$ cat src/logic/mlsp_pkg.sv
`default_nettype none
package mlsp_pkg;

   typedef enum logic [1:0] {
      BUILD_STD  = 2'b00,
      BUILD_DUAL = 2'b01,
      BUILD_QUAD = 2'b10
   } build_mode_t;

   typedef enum logic [1:0] {
      ST_IDLE  = 2'b00,
      ST_SHIFT = 2'b01,
      ST_GAP   = 2'b10
   } engine_state_t;

   localparam int BYTE_W       = 8;
   localparam int NUM_LANES    = 4;
   localparam int MAX_SLAVES   = 32;
   localparam int DEPTH_NONE   = 0;
   localparam int DEPTH_SMALL  = 16;
   localparam int DEPTH_LARGE  = 256;

   // Serial clock half period floor, in system clocks
   localparam logic [7:0] MIN_HALF_PERIOD = 8'h04;

   localparam logic [2:0] LANES_1 = 3'h1;
   localparam logic [2:0] LANES_2 = 3'h2;
   localparam logic [2:0] LANES_4 = 3'h4;

   // Lane enables are active low: a 0 drives the lane
   localparam logic [3:0] OE_ALL_RELEASED = 4'hf;
   localparam logic [3:0] OE_LANE0        = 4'he;
   localparam logic [3:0] OE_LANE1        = 4'hd;
   localparam logic [3:0] OE_DUAL         = 4'hc;
   localparam logic [3:0] OE_QUAD         = 4'h0;

   localparam logic [7:0] CMD_DUAL_OUT_READ  = 8'h3b;
   localparam logic [7:0] CMD_QUAD_OUT_READ  = 8'h6b;
   localparam logic [7:0] CMD_DUAL_IO_READ   = 8'hbb;
   localparam logic [7:0] CMD_QUAD_IO_READ   = 8'heb;
   localparam logic [7:0] CMD_QUAD_PROGRAM   = 8'h32;

   typedef struct packed {
      logic [2:0] lanes;
      logic       addr_multi;
      logic       is_read;
   } lane_plan_t;

   typedef struct packed {
      logic [3:0] out;
      logic [3:0] oe_n;
   } lane_drive_t;

   function automatic lane_plan_t decode_cmd(input logic [7:0] cmd);
      lane_plan_t p;
      p = '{lanes: LANES_1, addr_multi: 1'b0, is_read: 1'b0};
      case (cmd)
         CMD_DUAL_OUT_READ: p = '{lanes: LANES_2, addr_multi: 1'b0, is_read: 1'b1};
         CMD_QUAD_OUT_READ: p = '{lanes: LANES_4, addr_multi: 1'b0, is_read: 1'b1};
         CMD_DUAL_IO_READ:  p = '{lanes: LANES_2, addr_multi: 1'b1, is_read: 1'b1};
         CMD_QUAD_IO_READ:  p = '{lanes: LANES_4, addr_multi: 1'b1, is_read: 1'b1};
         CMD_QUAD_PROGRAM:  p = '{lanes: LANES_4, addr_multi: 1'b0, is_read: 1'b0};
         default:           p = '{lanes: LANES_1, addr_multi: 1'b0, is_read: 1'b0};
      endcase
      return p;
   endfunction

   function automatic logic [3:0] lane_oe_for(input logic [2:0] lanes, input logic drive);
      logic [3:0] oe;
      oe = OE_LANE0;
      if (drive) begin
         if (lanes == LANES_4) oe = OE_QUAD;
         else if (lanes == LANES_2) oe = OE_DUAL;
      end else if (lanes != LANES_1) begin
         oe = OE_ALL_RELEASED;
      end
      return oe;
   endfunction

endpackage
`default_nettype wire

$ cat src/logic/mlsp_fifo.sv
`default_nettype none
module mlsp_fifo #(
   parameter int WIDTH = 8,
   parameter int DEPTH = 16
) (
   input  wire logic             i_sys_clk,
   input  wire logic             i_rst_n,
   input  wire logic             i_wr_valid,
   input  wire logic [WIDTH-1:0] i_wr_data,
   output logic                  o_wr_ready,
   output logic                  o_rd_valid,
   output logic      [WIDTH-1:0] o_rd_data,
   input  wire logic             i_rd_ready
);
   localparam int AW = (DEPTH > 1) ? $clog2(DEPTH) : 1;
   localparam logic [AW-1:0] LAST = AW'(DEPTH - 1);
   localparam logic [AW:0]   FULL_COUNT = (AW + 1)'(DEPTH);

   logic [WIDTH-1:0] mem [DEPTH];
   logic [AW-1:0]    wr_ptr, next_wr_ptr, rd_ptr, next_rd_ptr;
   logic [AW:0]      count, next_count;
   logic             full, next_full, empty, next_empty;
   logic             do_wr, do_rd;

   always_comb begin
      do_wr       = i_wr_valid && !full;
      do_rd       = i_rd_ready && !empty;
      next_wr_ptr = wr_ptr;
      next_rd_ptr = rd_ptr;
      next_count  = count;
      if (do_wr) begin
         next_wr_ptr = (wr_ptr == LAST) ? '0 : wr_ptr + 1'b1;
      end
      if (do_rd) begin
         next_rd_ptr = (rd_ptr == LAST) ? '0 : rd_ptr + 1'b1;
      end
      if (do_wr && !do_rd) next_count = count + 1'b1;
      else if (do_rd && !do_wr) next_count = count - 1'b1;
      next_full  = (next_count == FULL_COUNT);
      next_empty = (next_count == '0);
   end

   always_ff @(posedge i_sys_clk or negedge i_rst_n) begin
      if (!i_rst_n) begin
         wr_ptr <= '0;
         rd_ptr <= '0;
         count  <= '0;
         full   <= 1'b0;
         empty  <= 1'b1;
         o_wr_ready <= 1'b1;
      end else begin
         wr_ptr <= next_wr_ptr;
         rd_ptr <= next_rd_ptr;
         count  <= next_count;
         full   <= next_full;
         empty  <= next_empty;
         o_wr_ready <= !next_full;
      end
   end

   always_ff @(posedge i_sys_clk) begin
      if (do_wr) mem[wr_ptr] <= i_wr_data;
   end

   assign o_rd_valid = !empty;
   assign o_rd_data  = mem[rd_ptr];
endmodule
`default_nettype wire

$ cat src/logic/mlsp_two_entry_buffer.sv
`default_nettype none
module mlsp_two_entry_buffer #(
   parameter int WIDTH = 8
) (
   input  wire logic             i_sys_clk,
   input  wire logic             i_rst_n,
   input  wire logic             i_in_valid,
   input  wire logic [WIDTH-1:0] i_in_data,
   output logic                  o_in_ready,
   output logic                  o_out_valid,
   output logic      [WIDTH-1:0] o_out_data,
   input  wire logic             i_out_ready
);
   logic [WIDTH-1:0] skid_data, next_skid_data, next_out_data;
   logic             skid_valid, next_skid_valid, next_out_valid, in_fire;

   always_comb begin
      in_fire         = i_in_valid && o_in_ready;
      next_out_valid  = o_out_valid;
      next_out_data   = o_out_data;
      next_skid_valid = skid_valid;
      next_skid_data  = skid_data;
      if (!o_out_valid || i_out_ready) begin
         // Output slot frees: skid entry goes first to keep order
         next_out_valid  = skid_valid || in_fire;
         next_out_data   = skid_valid ? skid_data : i_in_data;
         next_skid_valid = 1'b0;
      end else if (in_fire) begin
         next_skid_valid = 1'b1;
         next_skid_data  = i_in_data;
      end
   end

   always_ff @(posedge i_sys_clk or negedge i_rst_n) begin
      if (!i_rst_n) begin
         o_out_valid <= 1'b0;
         o_out_data  <= '0;
         skid_valid  <= 1'b0;
         skid_data   <= '0;
         o_in_ready  <= 1'b1;
      end else begin
         o_out_valid <= next_out_valid;
         o_out_data  <= next_out_data;
         skid_valid  <= next_skid_valid;
         skid_data   <= next_skid_data;
         o_in_ready  <= !next_skid_valid;
      end
   end
endmodule
`default_nettype wire

$ cat src/logic/multi_lane_serial_port_ctrl.sv
// How it works
// - Software sets serial clock phase and idle polarity.
// - Standard mode is full duplex over receive, transmit, clock, select.
// - Manual select: outputs follow the select value, no toggling between elements.
// - Automatic select toggles the active select after each element.
// - Automatic select exists only in standard single-lane builds.
// - Standard FIFO depth is 0, 16 or 256; zero means single registers.
// - Standard FIFO width equals the transaction width.
// - Master shifts elements back to back while transmit data waits and the receive FIFO has room.
// - Slave aborts the element when select rises mid-element.
// - Aborted slave element is sent again from its start.
// - Slave operation only in standard builds; dual and quad are master only.
// - Dual and quad builds always have FIFOs of 16 or 256.
// - Dual and quad elements are one byte; FIFO entries are XFER_WIDTH bits wide.
// - Dual: lanes 0 and 1 fixed for single-lane, bidirectional per command.
// - Quad build: lanes 2 and 3 released during dual-lane commands.
// - Quad build: quad commands drive or release all four lanes in the data phase.
// - Command byte sets lane count and directions; single-lane commands still work.
// - Individually decoded select outputs for up to 32 slaves.
// - Dual and quad transfers are MSB first, one byte long.
`default_nettype none
module multi_lane_serial_port_ctrl #(
   parameter mlsp_pkg::build_mode_t BUILD      = mlsp_pkg::BUILD_STD,
   parameter int                    FIFO_DEPTH = mlsp_pkg::DEPTH_SMALL,
   parameter int                    XFER_WIDTH = mlsp_pkg::BYTE_W,
   parameter int                    NUM_SLAVES = 1
) (
   input  wire logic                        i_sys_clk,
   input  wire logic                        i_rst_n,
   input  wire logic                        i_enable,
   input  wire logic                        i_master,
   input  wire logic                        i_cpol,
   input  wire logic                        i_cpha,
   input  wire logic                        i_manual_ss,
   input  wire logic [NUM_SLAVES-1:0]       i_ss_value,
   input  wire logic [7:0]                  i_half_period,
   input  wire logic [2:0]                  i_addr_bytes,
   input  wire logic                        i_tx_valid,
   input  wire logic [XFER_WIDTH-1:0]       i_tx_data,
   output logic                             o_tx_ready,
   output logic                             o_rx_valid,
   output logic      [XFER_WIDTH-1:0]       o_rx_data,
   input  wire logic                        i_rx_ready,
   output logic                             o_busy,
   output logic                             o_tx_empty,
   output logic                             o_slave_abort,
   output logic                             o_sclk,
   output logic      [NUM_SLAVES-1:0]       o_ss_n,
   input  wire logic                        i_sclk,
   input  wire logic                        i_slave_select_input_n,
   input  wire logic [3:0]                  i_serial_lane,
   output var mlsp_pkg::lane_drive_t        o_serial_lane
);
   localparam bit IS_STD = (BUILD == mlsp_pkg::BUILD_STD);
   // Element width: transaction width in standard, one byte otherwise
   localparam int EW = IS_STD ? XFER_WIDTH : mlsp_pkg::BYTE_W;
   localparam int TX_SHIFT = XFER_WIDTH - EW;
   localparam int DEPTH = (!IS_STD && FIFO_DEPTH == mlsp_pkg::DEPTH_NONE) ?
                          mlsp_pkg::DEPTH_SMALL :
                          ((FIFO_DEPTH == mlsp_pkg::DEPTH_NONE) ? 1 : FIFO_DEPTH);
   localparam logic [XFER_WIDTH-1:0] EW_MASK = {XFER_WIDTH{1'b1}} >> TX_SHIFT;
   localparam logic [6:0] BEATS2_1 = 7'(2 * EW);
   localparam logic [6:0] BEATS2_2 = 7'(EW);
   localparam logic [6:0] BEATS2_4 = 7'(EW / 2);
   localparam int NSYNC = 6;

   // Two-stage synchronisers for every pin input
   logic [NSYNC-1:0] pin_in, sync1, sync2;
   assign pin_in = {i_slave_select_input_n, i_sclk, i_serial_lane};

   generate
      for (genvar g = 0; g < NSYNC; g++) begin : g_sync
         always_ff @(posedge i_sys_clk or negedge i_rst_n) begin
            if (!i_rst_n) begin
               sync1[g] <= 1'b1;
               sync2[g] <= 1'b1;
            end else begin
               sync1[g] <= pin_in[g];
               sync2[g] <= sync1[g];
            end
         end
      end
   endgenerate

   logic [3:0] lane_in;
   logic       sclk_s, sel;
   assign lane_in = sync2[3:0];
   assign sclk_s  = sync2[4];
   assign sel     = !sync2[5];

   // Transmit and receive FIFOs
   logic                  tx_pop, tx_valid, rx_push, rx_room;
   logic                  rx_mid_valid, rx_mid_ready;
   logic [XFER_WIDTH-1:0] tx_head, rx_word, rx_mid_data;

   mlsp_fifo #(.WIDTH(XFER_WIDTH), .DEPTH(DEPTH)) u_tx_fifo (
      .i_sys_clk  (i_sys_clk),
      .i_rst_n    (i_rst_n),
      .i_wr_valid (i_tx_valid),
      .i_wr_data  (i_tx_data),
      .o_wr_ready (o_tx_ready),
      .o_rd_valid (tx_valid),
      .o_rd_data  (tx_head),
      .i_rd_ready (tx_pop)
   );

   mlsp_fifo #(.WIDTH(XFER_WIDTH), .DEPTH(DEPTH)) u_receive_data_fifo (
      .i_sys_clk  (i_sys_clk),
      .i_rst_n    (i_rst_n),
      .i_wr_valid (rx_push),
      .i_wr_data  (rx_word),
      .o_wr_ready (rx_room),
      .o_rd_valid (rx_mid_valid),
      .o_rd_data  (rx_mid_data),
      .i_rd_ready (rx_mid_ready)
   );

   mlsp_two_entry_buffer #(.WIDTH(XFER_WIDTH)) u_rx_buffer (
      .i_sys_clk   (i_sys_clk),
      .i_rst_n     (i_rst_n),
      .i_in_valid  (rx_mid_valid),
      .i_in_data   (rx_mid_data),
      .o_in_ready  (rx_mid_ready),
      .o_out_valid (o_rx_valid),
      .o_out_data  (o_rx_data),
      .i_out_ready (i_rx_ready)
   );

   // Shift engine state
   mlsp_pkg::engine_state_t state, next_state;
   mlsp_pkg::lane_plan_t    plan, next_plan;
   logic [XFER_WIDTH-1:0]   shift_tx, next_shift_tx, shift_rx, next_shift_rx;
   logic [6:0]              edge_cnt, next_edge_cnt, target, beats2;
   logic [7:0]              half_cnt, next_half_cnt, half;
   logic [2:0]              lanes, next_lanes, elem_idx, next_elem_idx;
   logic [3:0]              lane_oe_n, next_lane_oe_n, lane_out, next_lane_out, in_bits;
   logic [NUM_SLAVES-1:0]   ss_out, next_ss_out;
   logic                    sclk, next_sclk, sclk_d, next_sclk_d, cmd_seen, next_cmd_seen;
   logic                    busy, next_busy, tx_empty, next_tx_empty, abort, next_abort;
   logic                    slave_mode, auto_ss, ev, lead, sample;

   always_comb begin
      slave_mode = IS_STD && !i_master;
      auto_ss    = IS_STD && !i_manual_ss && !slave_mode;
      half       = (i_half_period < mlsp_pkg::MIN_HALF_PERIOD) ?
                   mlsp_pkg::MIN_HALF_PERIOD : i_half_period;
      next_state     = state;
      next_plan      = plan;
      next_shift_tx  = shift_tx;
      next_shift_rx  = shift_rx;
      next_edge_cnt  = edge_cnt;
      next_half_cnt  = half_cnt;
      next_lanes     = lanes;
      next_elem_idx  = elem_idx;
      next_lane_oe_n = lane_oe_n;
      next_sclk      = sclk;
      next_sclk_d    = sclk_s;
      next_cmd_seen  = cmd_seen;
      next_abort     = 1'b0;
      tx_pop         = 1'b0;
      rx_push        = 1'b0;
      // Edge events: own divider as master, synchronised pin as slave
      if (slave_mode) begin
         ev   = (state == mlsp_pkg::ST_SHIFT) && (sclk_s != sclk_d);
         lead = sclk_s ^ i_cpol;
      end else begin
         ev   = (state == mlsp_pkg::ST_SHIFT) && (half_cnt == half - 8'h01);
         lead = (sclk == i_cpol);
      end
      sample = lead ^ i_cpha;
      case (lanes)
         mlsp_pkg::LANES_2: beats2 = BEATS2_2;
         mlsp_pkg::LANES_4: beats2 = BEATS2_4;
         default:           beats2 = BEATS2_1;
      endcase
      target = slave_mode ? beats2 - {6'h00, !i_cpha} : beats2;
      case (lanes)
         mlsp_pkg::LANES_2: in_bits = {2'b00, lane_in[1:0]};
         mlsp_pkg::LANES_4: in_bits = lane_in;
         default:           in_bits = {3'b000, slave_mode ? lane_in[0] : lane_in[1]};
      endcase

      case (state)
         mlsp_pkg::ST_IDLE: begin
            next_half_cnt = '0;
            next_edge_cnt = '0;
            next_sclk     = i_cpol;
            if (!i_enable) begin
               next_lane_oe_n = mlsp_pkg::OE_ALL_RELEASED;
            end else if (slave_mode) begin
               next_lane_oe_n = sel ? mlsp_pkg::OE_LANE1 : mlsp_pkg::OE_ALL_RELEASED;
               if (sel) begin
                  // Head stays in the FIFO until done, so a retry resends it
                  next_state    = mlsp_pkg::ST_SHIFT;
                  next_lanes    = mlsp_pkg::LANES_1;
                  next_shift_tx = tx_valid ? (tx_head << TX_SHIFT) : '0;
               end
            end else begin
               if (&i_ss_value) begin
                  next_cmd_seen  = 1'b0;
                  next_lane_oe_n = mlsp_pkg::OE_LANE0;
               end
               if (tx_valid && rx_room) begin
                  tx_pop        = 1'b1;
                  next_state    = mlsp_pkg::ST_SHIFT;
                  next_shift_tx = tx_head << TX_SHIFT;
                  if (IS_STD) begin
                     next_lanes     = mlsp_pkg::LANES_1;
                     next_lane_oe_n = mlsp_pkg::OE_LANE0;
                  end else if (!cmd_seen) begin
                     // Command byte itself always goes out on one lane
                     next_plan = mlsp_pkg::decode_cmd(tx_head[mlsp_pkg::BYTE_W-1:0]);
                     if (BUILD == mlsp_pkg::BUILD_DUAL && next_plan.lanes == mlsp_pkg::LANES_4) begin
                        next_plan.lanes      = mlsp_pkg::LANES_1;
                        next_plan.addr_multi = 1'b0;
                     end
                     next_cmd_seen  = 1'b1;
                     next_elem_idx  = '0;
                     next_lanes     = mlsp_pkg::LANES_1;
                     next_lane_oe_n = mlsp_pkg::OE_LANE0;
                  end else begin
                     if (elem_idx < i_addr_bytes) begin
                        next_lanes     = plan.addr_multi ? plan.lanes : mlsp_pkg::LANES_1;
                        next_lane_oe_n = mlsp_pkg::lane_oe_for(next_lanes, 1'b1);
                     end else begin
                        next_lanes     = plan.lanes;
                        next_lane_oe_n = mlsp_pkg::lane_oe_for(plan.lanes, !plan.is_read);
                     end
                     if (elem_idx != 3'h7) next_elem_idx = elem_idx + 3'h1;
                  end
               end
            end
         end
         mlsp_pkg::ST_SHIFT: begin
            next_half_cnt = ev ? '0 : half_cnt + 8'h01;
            if (slave_mode && !sel) begin
               next_state = mlsp_pkg::ST_IDLE;
               next_abort = 1'b1;
            end else if (ev) begin
               next_edge_cnt = edge_cnt + 7'h01;
               if (!slave_mode) next_sclk = !sclk;
               if (sample) begin
                  next_shift_rx = (shift_rx << lanes) | XFER_WIDTH'(in_bits);
               end else if (!(lead && edge_cnt == '0)) begin
                  next_shift_tx = shift_tx << lanes;
               end
               if (next_edge_cnt == target) begin
                  rx_push    = 1'b1;
                  tx_pop     = slave_mode && tx_valid;
                  next_state = auto_ss ? mlsp_pkg::ST_GAP : mlsp_pkg::ST_IDLE;
                  next_half_cnt = '0;
               end
            end
         end
         mlsp_pkg::ST_GAP: begin
            next_half_cnt = half_cnt + 8'h01;
            if (half_cnt == half - 8'h01) begin
               next_state    = mlsp_pkg::ST_IDLE;
               next_half_cnt = '0;
            end
         end
         default: begin
            next_state = mlsp_pkg::ST_IDLE;
         end
      endcase

      rx_word = next_shift_rx & EW_MASK;
      // Select outputs: manual follows the value, automatic frames each element
      if (slave_mode || !i_enable) next_ss_out = '1;
      else if (auto_ss && next_state != mlsp_pkg::ST_SHIFT) next_ss_out = '1;
      else next_ss_out = i_ss_value;
      case (next_lanes)
         mlsp_pkg::LANES_2: next_lane_out = {2'b00, next_shift_tx[XFER_WIDTH-1 -: 2]};
         mlsp_pkg::LANES_4: next_lane_out = next_shift_tx[XFER_WIDTH-1 -: 4];
         default: next_lane_out = slave_mode ? {2'b00, next_shift_tx[XFER_WIDTH-1], 1'b0} :
                                               {3'b000, next_shift_tx[XFER_WIDTH-1]};
      endcase
      next_busy     = (next_state != mlsp_pkg::ST_IDLE);
      next_tx_empty = !tx_valid;
   end

   always_ff @(posedge i_sys_clk or negedge i_rst_n) begin
      if (!i_rst_n) begin
         state     <= mlsp_pkg::ST_IDLE;
         plan      <= '0;
         shift_tx  <= '0;
         shift_rx  <= '0;
         edge_cnt  <= '0;
         half_cnt  <= '0;
         lanes     <= mlsp_pkg::LANES_1;
         elem_idx  <= '0;
         lane_oe_n <= mlsp_pkg::OE_ALL_RELEASED;
         lane_out  <= '0;
         ss_out    <= '1;
         sclk      <= 1'b0;
         sclk_d    <= 1'b1;
         cmd_seen  <= 1'b0;
         busy      <= 1'b0;
         tx_empty  <= 1'b1;
         abort     <= 1'b0;
      end else begin
         state     <= next_state;
         plan      <= next_plan;
         shift_tx  <= next_shift_tx;
         shift_rx  <= next_shift_rx;
         edge_cnt  <= next_edge_cnt;
         half_cnt  <= next_half_cnt;
         lanes     <= next_lanes;
         elem_idx  <= next_elem_idx;
         lane_oe_n <= next_lane_oe_n;
         lane_out  <= next_lane_out;
         ss_out    <= next_ss_out;
         sclk      <= next_sclk;
         sclk_d    <= next_sclk_d;
         cmd_seen  <= next_cmd_seen;
         busy      <= next_busy;
         tx_empty  <= next_tx_empty;
         abort     <= next_abort;
      end
   end

   assign o_sclk             = sclk;
   assign o_ss_n             = ss_out;
   assign o_serial_lane.out  = lane_out;
   assign o_serial_lane.oe_n = lane_oe_n;
   assign o_busy             = busy;
   assign o_tx_empty         = tx_empty;
   assign o_slave_abort      = abort;
endmodule
`default_nettype wire

$ cat config.mk
export PLATFORM = sky130hd
export DESIGN_NAME = multi_lane_serial_port_ctrl
export DESIGN_NICKNAME = d
export VERILOG_FILES = /design/src/logic/mlsp_pkg.sv /design/src/logic/mlsp_fifo.sv /design/src/logic/mlsp_two_entry_buffer.sv /design/src/logic/multi_lane_serial_port_ctrl.sv
export SDC_FILE = /design/constraint.sdc
export NUM_CORES = 1
export LEC_CHECK = 0
export ABC_AREA = 1
export BUFFER_PORTS_ARGS = -buffer_cell sky130_fd_sc_hd__buf_4
export CAP_MARGIN = 20
export CORE_MARGIN = 10
export CORE_UTILIZATION = 43
export DETAILED_ROUTE_END_ITERATION = 6
export GPL_TIMING_DRIVEN = 0
export MAX_ROUTING_LAYER = met4
export SKIP_CTS_REPAIR_TIMING = 1
export SLEW_MARGIN = 10
export SYNTH_ARGS = -nofsm -noshare
export SYNTH_HDL_FRONTEND = slang
export SYNTH_HIERARCHICAL = 1
export SYNTH_SLANG_ARGS = --single-unit
export TNS_END_PERCENT = 1
$ cat constraint.sdc
create_clock -name i_sys_clk -period 7.3 [get_ports i_sys_clk]
set_input_delay 1.095 -clock i_sys_clk [delete_from_list [all_inputs] [get_ports i_sys_clk]]
set_output_delay 1.095 -clock i_sys_clk [all_outputs]
set_load 0.02 [all_outputs]
==> summary.md, run 1 <==
| Metric | Value |
|---|---|
| Status | completed |
| Largest net degree at the start of global routing | 66 |
| Core area | 0.0386 mm^2 |
| Hold Path Class | reg2reg |
| Clock sinks | 367 |
| CTS tree | yes |
| Worst stage delay on the critical path | 690 ps |
| Net count, final | 1778 |
| Req. time, crit path | 7460 ps |
| Critical Path Most Common Cell | nand2_1 |
| Vias post-DR | 12100 |
| GRT met3 Usage | 3.18% |
| Synth cell types | 56 |
| Overflow after GRT | 0 |
| Die height | 217 um |
| Final WL | 42.2 mm |
| DR vias/cell | 5.32 |
| Crit-path cells | buf_4 -> nor2_2 -> nand3_4 -> nand2_1 -> ha_1 -> xnor2_1 -> nand2_1 -> o21ai_0 -> nand3_1 -> nor2_2 -> nand4_2 -> nand2_4 -> nand2_4 -> nor3_1 -> inv_1 -> nor2_4 -> buf_6 -> nand2_1 -> nor2_1 |
| Fin crit period | 4510 ps |
| Port buffer count | 52 |
| Clock Root Buffer | clkbuf_16 |
| Post-synth design cell area | 0.0167 mm^2 |
| Max-slew violations | 0 |
| Fmax | 222 MHz |
| Synth Warn # | 6 |
| Row count | 72 |
| Critical path class | in2reg |
| Post-DP Area | 0.0178 mm^2 |
| Die W | 217 um |
| Slew HR | 33.6% |
| Leakage Power | 0.00746 uW |
| DRT iter0 DRCs | 945 |
| Max-cap viol count | 0 |
| Final Cell Area | 0.0191 mm^2 |
| Final core utilization | 49.5% |
| Initial antenna violation count | 0 |
| Setup repair after global routing missed its margin | false |
| Cells after synthesis | 1622 |
| Final setup margin | 2790 ps |
| Clk_skew | 28.2 ps |
| Die footprint | 0.0472 mm^2 |
| Num CTS Buffers | 40 |
| Residual DRC count | 0 |
| Register bit total from synthesis | 367 |
| Crit start category | input port |
| Post-synth EDFFs | 256 |
| DR pass1 iterations | 7 |
| Layout cells sized above 1 | 13.5% |
| Worst-skew pair later-pin latency | 560 ps |
| Setup TNS | 0 ps |
| First-pass GRT wire length | 65.9 mm |
| Fin. Hold Viols | 0 |
| GPL Wtd Cong | 0.864 |
| Post-Place Worst Slack | 2160 ps |
| Final setup fails | 0 |
| Primary FF master, synth | edfxtp_1 |
| Vias in the first global route | 11600 |
| ANT nets after route | 0 |
| M2 GR Usage | 29.1% |
| CP max FO | 10 |
| Synthesized area per cell | 10.3 um^2 |
| All-Layer GR Usage | 18.2% |
| Starting density of the core | 43.4% |
| Met1 usage | 23.6% |
| Antenna fix cells | 0 |
| Hpwl dp | 28.6 mm |
| Final worst path period share | 61.8% |
| H-Tree Depth | 2 |
| Actual slew at the worst max-slew pin | 993 ps |
| CP max stage cell | nor2_1 |
| Routed len/inst | 18.6 um |
| VDD IR-drop max | 0.000225 V |
| Buffer levels on the longest clock path | 3 |
| P&R area growth vs syn | 14.3% |
| GRT Max-Usage Layer | met2 |
| Asr flop ratio synth | 30.2% |
| Post-synthesis sequential area ratio | 62.8% |
| I/O pin count | 58 |
| Clk pin slew, worst setup/hold paths | 60 ps |
| P per Cell Area | 391 mW/mm^2 |
| Worst Setup End Kind | flop |
| WP data arrival | 4670 ps |
[final timing paths]
kind,from,to,slack [ps],cells past startpoint
setup / recovery,i_half_period[7],u_receive_data_fifo/mem[11][3]$_DFFE_PP_,2790,19
hold / removal,sync1[4]$_DFF_PN1_,next_sclk_d$_DFF_PN1_,350,0
setup reg to reg,lanes[2]$_DFF_PN0_,u_receive_data_fifo/mem[11][3]$_DFFE_PP_,3190,17
hold reg to reg,sync1[4]$_DFF_PN1_,next_sclk_d$_DFF_PN1_,350,0
max in group asynchronous,i_rst_n,o_ss_n$_DFF_PN1_,6070,2
min in group asynchronous,i_rst_n,u_receive_data_fifo/rd_ptr[3]$_DFFE_PN0P_,470,1
[cells in the mapped netlist, types with 3 or more instances]
master,n,share of area (%)
a21oi_1,27,0.81
buf_2,16,0.48
buf_4,12,0.54
buf_6,11,0.74
clkbuf_1,18,0.40
clkinv_1,6,0.13
dfrtp_1,88,13
dfstp_2,23,3.6
edfxtp_1,256,46
ha_1,24,1.8
inv_1,131,2.9
inv_2,15,0.34
nand2_1,249,5.6
nand2_2,11,0.41
nand2_4,4,0.27
nand3_1,111,3.3
nand3_2,3,0.18
nand4_1,10,0.37
nor2_1,249,5.6
nor2_2,6,0.22
nor2_4,7,0.47
nor3_1,16,0.48
o211ai_1,51,2.3
o21ai_0,162,4.9
o21ai_1,33,0.99
o221ai_1,3,0.16
o22ai_1,26,0.97
o31ai_1,3,0.13
xor2_1,19,1.0
[worst max-delay path: cells and delay by family]
| kind | cells | cell delay (ps) |
|---|---|---|
| simple gates | 13 | 2640 |
| buf+inv | 3 | 450 |
| fa+ha+maj | 1 | 180 |
| xor+xnor | 1 | 150 |
| compound gates | 1 | 150 |
[flip-flops by register name, summed over array words and instances (netlist names), 3 cells and up]
signal and cells:
edge_cnt 7, half_cnt 8, lane_in 4, lane_out 4
lanes 3, shift_rx 8, shift_tx 8, sync1 6
u_receive_data_fifo/count 5, u_receive_data_fifo/mem 128, u_receive_data_fifo/rd_ptr 4, u_receive_data_fifo/wr_ptr 4
u_rx_buffer/o_out_data 8, u_rx_buffer/skid_data 8, u_tx_fifo/count 5, u_tx_fifo/mem 128
u_tx_fifo/rd_ptr 4, u_tx_fifo/wr_ptr 4
[routing by layer]
| metal | part of all wire (%) | vias up |
|---|---|---|
| li1 | - | 5778 |
| met1 | 44 | 5858 |
| met2 | 48 | 366 |
| met3 | 5.9 | 56 |
| met4 | 2.1 | 0 |
| met5 | 0 | - |
[per-stage QoR]
| stage | cells | hold slack, ps | total power (uW) |
|---|---|---|---|
| 2_1_floorplan | 1623 | 345 | 4530 |
| 3_3_place_gp | 2193 | 347 | 5410 |
| 3_5_place_dp | 2195 | 349 | 5470 |
| 4_1_cts | 2268 | 352 | 7500 |
| 5_1_grt | 2268 | 354 | 7920 |
| 6_report | 2268 | 351 | 7470 |
[cell families (layout without fill, tap and decap cells)]
family                   count (synthesis)  count (layout)  share of synthesized area (%)
AND/OR/NAND/NOR                        676             676                           17.6
flip-flops                             367             367                           62.8
AO/OA/AOI/OAI                          320             320                           11.0
buffers and inverters                  211             338                           5.63
adder cells (fa/ha/maj)                 24              24                           1.80
XOR/XNOR                                21              21                           1.15
multiplexers                             2               2                          0.127
other                                    1               2                         0.0224
[power breakdown]
group	total, uW	internal (uW)	switching, uW
Combinational	2670	810	1860
Sequential	2790	2620	167
Clock	2010	1190	815
[layout make-up]
class / instances / area [um^2]
Buffer: 59 / 370
Tap cell: 518 / 648
Clock buffer: 52 / 1090
Sequential cell: 367 / 10500
Clock inverter: 21 / 218
Timing Repair Buffer: 54 / 429
Inverter: 152 / 571
Multi-Input combinational cell: 1045 / 5290
Fill cell: 3555 / 19500
[cell usage in the layout, fill, tap and decap left out, types with 11 or more instances in the layout]
master	netlist	layout
buf_4	12	64
buf_6	11	12
o21ai_1	33	33
nor2_1	249	249
clkbuf_16	0	40
ha_1	24	24
inv_1	131	131
xor2_1	19	19
o22ai_1	26	26
buf_2	16	16
nand2_2	11	11
clkbuf_1	18	26
dfstp_2	23	23
o21ai_0	162	161
o211ai_1	51	51
edfxtp_1	256	256
inv_2	15	15
nand3_1	111	111
a21oi_1	27	27
dfrtp_1	88	88
nor3_1	16	16
nand2_1	249	249
(Power assumes the default switching activity.)
==> run 2, diff against run 1 <==
--- a/config.mk
+++ b/config.mk
@@ -5,7 +5,7 @@
 export SDC_FILE = /design/constraint.sdc
 export NUM_CORES = 1
 export LEC_CHECK = 0
-export ABC_AREA = 1
+export ABC_AREA = 0
 export BUFFER_PORTS_ARGS = -buffer_cell sky130_fd_sc_hd__buf_4
 export CAP_MARGIN = 20
 export CORE_MARGIN = 10
==> constraint.sdc (replaced) <==
create_clock -name i_sys_clk -period 4.1 [get_ports i_sys_clk]
set_input_delay 0.615 -clock i_sys_clk [delete_from_list [all_inputs] [get_ports i_sys_clk]]
set_output_delay 0.615 -clock i_sys_clk [all_outputs]
set_load 0.02 [all_outputs]
==> summary.md, run 2 <==
| Metric | Value |
|---|---|
| Max-slew violations | 0 (unchanged) |
| CTS tree | yes |
| Reg-to-reg setup timing slack | 240 ps (-2950 ps) |
| Area taken by multi-input logic gates | 0.00578 mm^2 (+9.3%) |
| Die footprint | 0.0469 mm^2 (-0.55%) |
| VDD IR-drop max | 0.000395 V (+76%) |
| Actual slew at the worst max-slew pin | 835 ps (-158 ps) |
| Largest net degree at the start of global routing | 82 (+24%) |
| Fin crit period | 3860 ps |
| Residual DRC count | 0 (unchanged) |
| Die W | 217 um (-0.28%) |
| Most common cell in the netlist | edfxtp_1 |
| Core area | 0.0379 mm^2 (-1.6%) |
| Post-synth EDFFs | 256 (unchanged) |
| Row count | 71 (-1.4%) |
| Critical path class | reg2reg |
| Cells after synthesis | 1108 (-32%) |
| Worst Setup End Kind | flop |
| Area fraction of the dominant cell type after synthesis | 46.3% (+0.28 points) |
| DRT iter0 DRCs | 768 (-19%) |
| CP Launch Point | lanes[0]$_DFF_PN1_ |
| Top Registers | u_receive_data_fifo/mem: 128 flops, u_tx_fifo/mem: 128 flops |
| Fin. Hold Viols | 0 (unchanged) |
| DR pass1 iterations | 5 (-2) |
| Cell taking the most area after synthesis | edfxtp_1 |
| Final worst path period share | 94.3% |
| Layout cells sized above 1 | 25.8% (+12 points) |
| Buffer levels on the longest clock path | 3 (unchanged) |
| All-Layer GR Usage | 15.8% (-2.4 points) |
| Overflow after GRT | 0 (unchanged) |
| Final WL | 35.8 mm (-15%) |
| WP data arrival | 4320 ps (-350 ps) |
| Crit start category | flop |
| Port buffer count | 51 (-1.9%) |
| Synthesized area per cell | 15.0 um^2 (+46%) |
| Primary FF master, synth | edfxtp_1 |
| Starting density of the core | 43.8% (+0.45 points) |
| CP max FO | 19 (+9) |
| Final setup fails | 0 (unchanged) |
| Vias post-DR | 9606 (-20%) |
| Post-synthesis sequential area ratio | 63.2% (+0.38 points) |
| Reg2Reg Depth | 17 (unchanged) |
| Vias in the first global route | 9766 (-16%) |
| Top cells by area, synth | edfxtp_1, dfrtp_1, mux4_2 |
| Die height | 217 um (-0.28%) |
| Reg2reg end | u_tx_fifo/o_wr_ready$_DFF_PN1_ |
| Worst-skew pair later-pin latency | 550 ps (about the same) |
| Clock Root Buffer | clkbuf_16 |
| Synth cell types | 100 (+79%) |
| First-pass GRT wire length | 56.5 mm (-14%) |
| P per Cell Area | 652 mW/mm^2 (+67%) |
| Post-synth design cell area | 0.0166 mm^2 (-0.61%) |
| Fmax | 259 MHz |
| Worst r2r src | lanes[0]$_DFF_PN1_ |
| FF/Latch Area | 0.0105 mm^2 (unchanged) |
| P&R area growth vs syn | 16.0% |
| H-Tree Depth | 2 (unchanged) |
| I/O pin count | 58 (unchanged) |
| Clk_skew | 19.5 ps (-8.64 ps) |
| CP endpoint | u_tx_fifo/o_wr_ready$_DFF_PN1_ |
| Asr flop ratio synth | 30.2% (unchanged) |
| Initial antenna violation count | 1 (+1) |
| # fillers | 3195 (-10%) |
| Most common cell after layout, fill and taps aside | edfxtp_1 |
| Status | completed |
| Clock sinks | 367 (unchanged) |
| Num CTS Buffers | 40 (unchanged) |
| Synth Warn # | 6 (unchanged) |
| Leakage Power | 0.00713 uW (-4.4%) |
| GPL Wtd Cong | 0.835 (-3.4%) |
| Max-cap viol count | 0 (unchanged) |
| Commonest non-fill, non-tap cells in the layout | edfxtp_1, dfrtp_1, nand2_1 |
| Hold WS | 165 ps (-186 ps) |
| Antenna fix cells | 0 (unchanged) |
| Clk pin slew, worst setup/hold paths | 60 ps (about the same) |
| Hold Path Class | in2reg |
| Register bit total from synthesis | 367 (unchanged) |
| Hpwl dp | 24.4 mm (-15%) |
| Slew HR | 44.3% (+11 points) |
| Setup TNS | 0 ps (unchanged) |
| Req. time, crit path | 4560 ps (-2900 ps) |
| Synth top cells by count | edfxtp_1, dfrtp_1, nand2_1 |
| DR vias/cell | 5.48 (+3.1%) |
| Routed len/inst | 20.4 um (+9.8%) |
| Net count, final | 1269 (-29%) |
| ANT nets after route | 0 (unchanged) |
-- run 2: cell families after synthesis --
group / share of synthesized area [%]
compound gates: 8.09
xor+xnor: 1.36
fa+ha+maj: 1.81
buf+inv: 2.64
flops: 63.2
mux: 13.0
other cells: 0.0226
simple gates: 9.89
-- run 2: worst min path at each step --
stage,to,start,cells past startpoint,slack (ps)
floorplan,edge_cnt[0]$_DFFE_PN0P_,i_rst_n,0,320
global placement,sync2[5]$_DFF_PN1_,sync1[5]$_DFF_PN1_,0,350
detailed placement,lane_in[1]$_DFF_PN1_,sync1[1]$_DFF_PN1_,0,350
CTS,half_cnt[2]$_DFFE_PN0P_,i_rst_n,1,-90
global route,sync1[4]$_DFF_PN1_,i_sclk,1,130
finish,sync1[4]$_DFF_PN1_,i_sclk,1,170
-- run 2: through the flow --
stage | cells | instance area (um^2) | worst slack [ps] | util [%] | total power (uW)
after floorplan | 1109 | 16600 | 32.1 | - | 7660
after global placement | 1671 | 17600 | -1430 | 46.5 | 8770
after detailed placement | 1677 | 17700 | -1140 | 46.7 | 8850
after CTS | 1751 | 19100 | -1170 | 50.4 | 12700
after global routing | 1753 | 19300 | -8.42 | 50.8 | 13300
final | 1753 | 19300 | 235 | 50.8 | 12600
-- run 2: critical path, cell delays in order (launching register included) --
cell and delay, ps:
dfstp_2 530, clkbuf_4 220, buf_6 230, nor3_4 80, inv_1 80, ha_1 130, nor2b_1 160, xnor2_1 160
xnor2_1 140, nand4_1 200, nor2_4 210, nand4_1 160, o31ai_4 160, or2b_4 350, nor2_4 160, a22oi_2 70
xnor2_1 180, or4_1 550
-- run 2: layout make-up --
| class | count | share of cell area, % |
|---|---|---|
| timing repair buffer | 64 | 2.65 |
| clock inverter | 21 | 1.51 |
| buffer | 47 | 1.71 |
| inverter | 30 | 0.604 |
| sequential | 367 | 54.5 |
| tap | 511 | 3.32 |
| clock buffer | 53 | 5.76 |
| multi-input combinational | 660 | 30.0 |
-- run 2: metal layers --
metal	routed length (um)	global-route usage [%]	share of wire [%]	up-vias
met5	0	-	0	-
met4	672	4.12	1.9	0
met3	2140	3.11	6.0	45
met2	17200	24.6	48	243
met1	15800	21.0	44	4830
li1	-	-	-	4488
-- run 2: report_power, final --
part | internal, uW | switching (uW) | leakage, uW
Clock | 2350 | 1430 | 0.000685
Combinational | 1750 | 2130 | 0.00275
Sequential | 4570 | 338 | 0.00370
Total | 8670 | 3890 | 0.00713
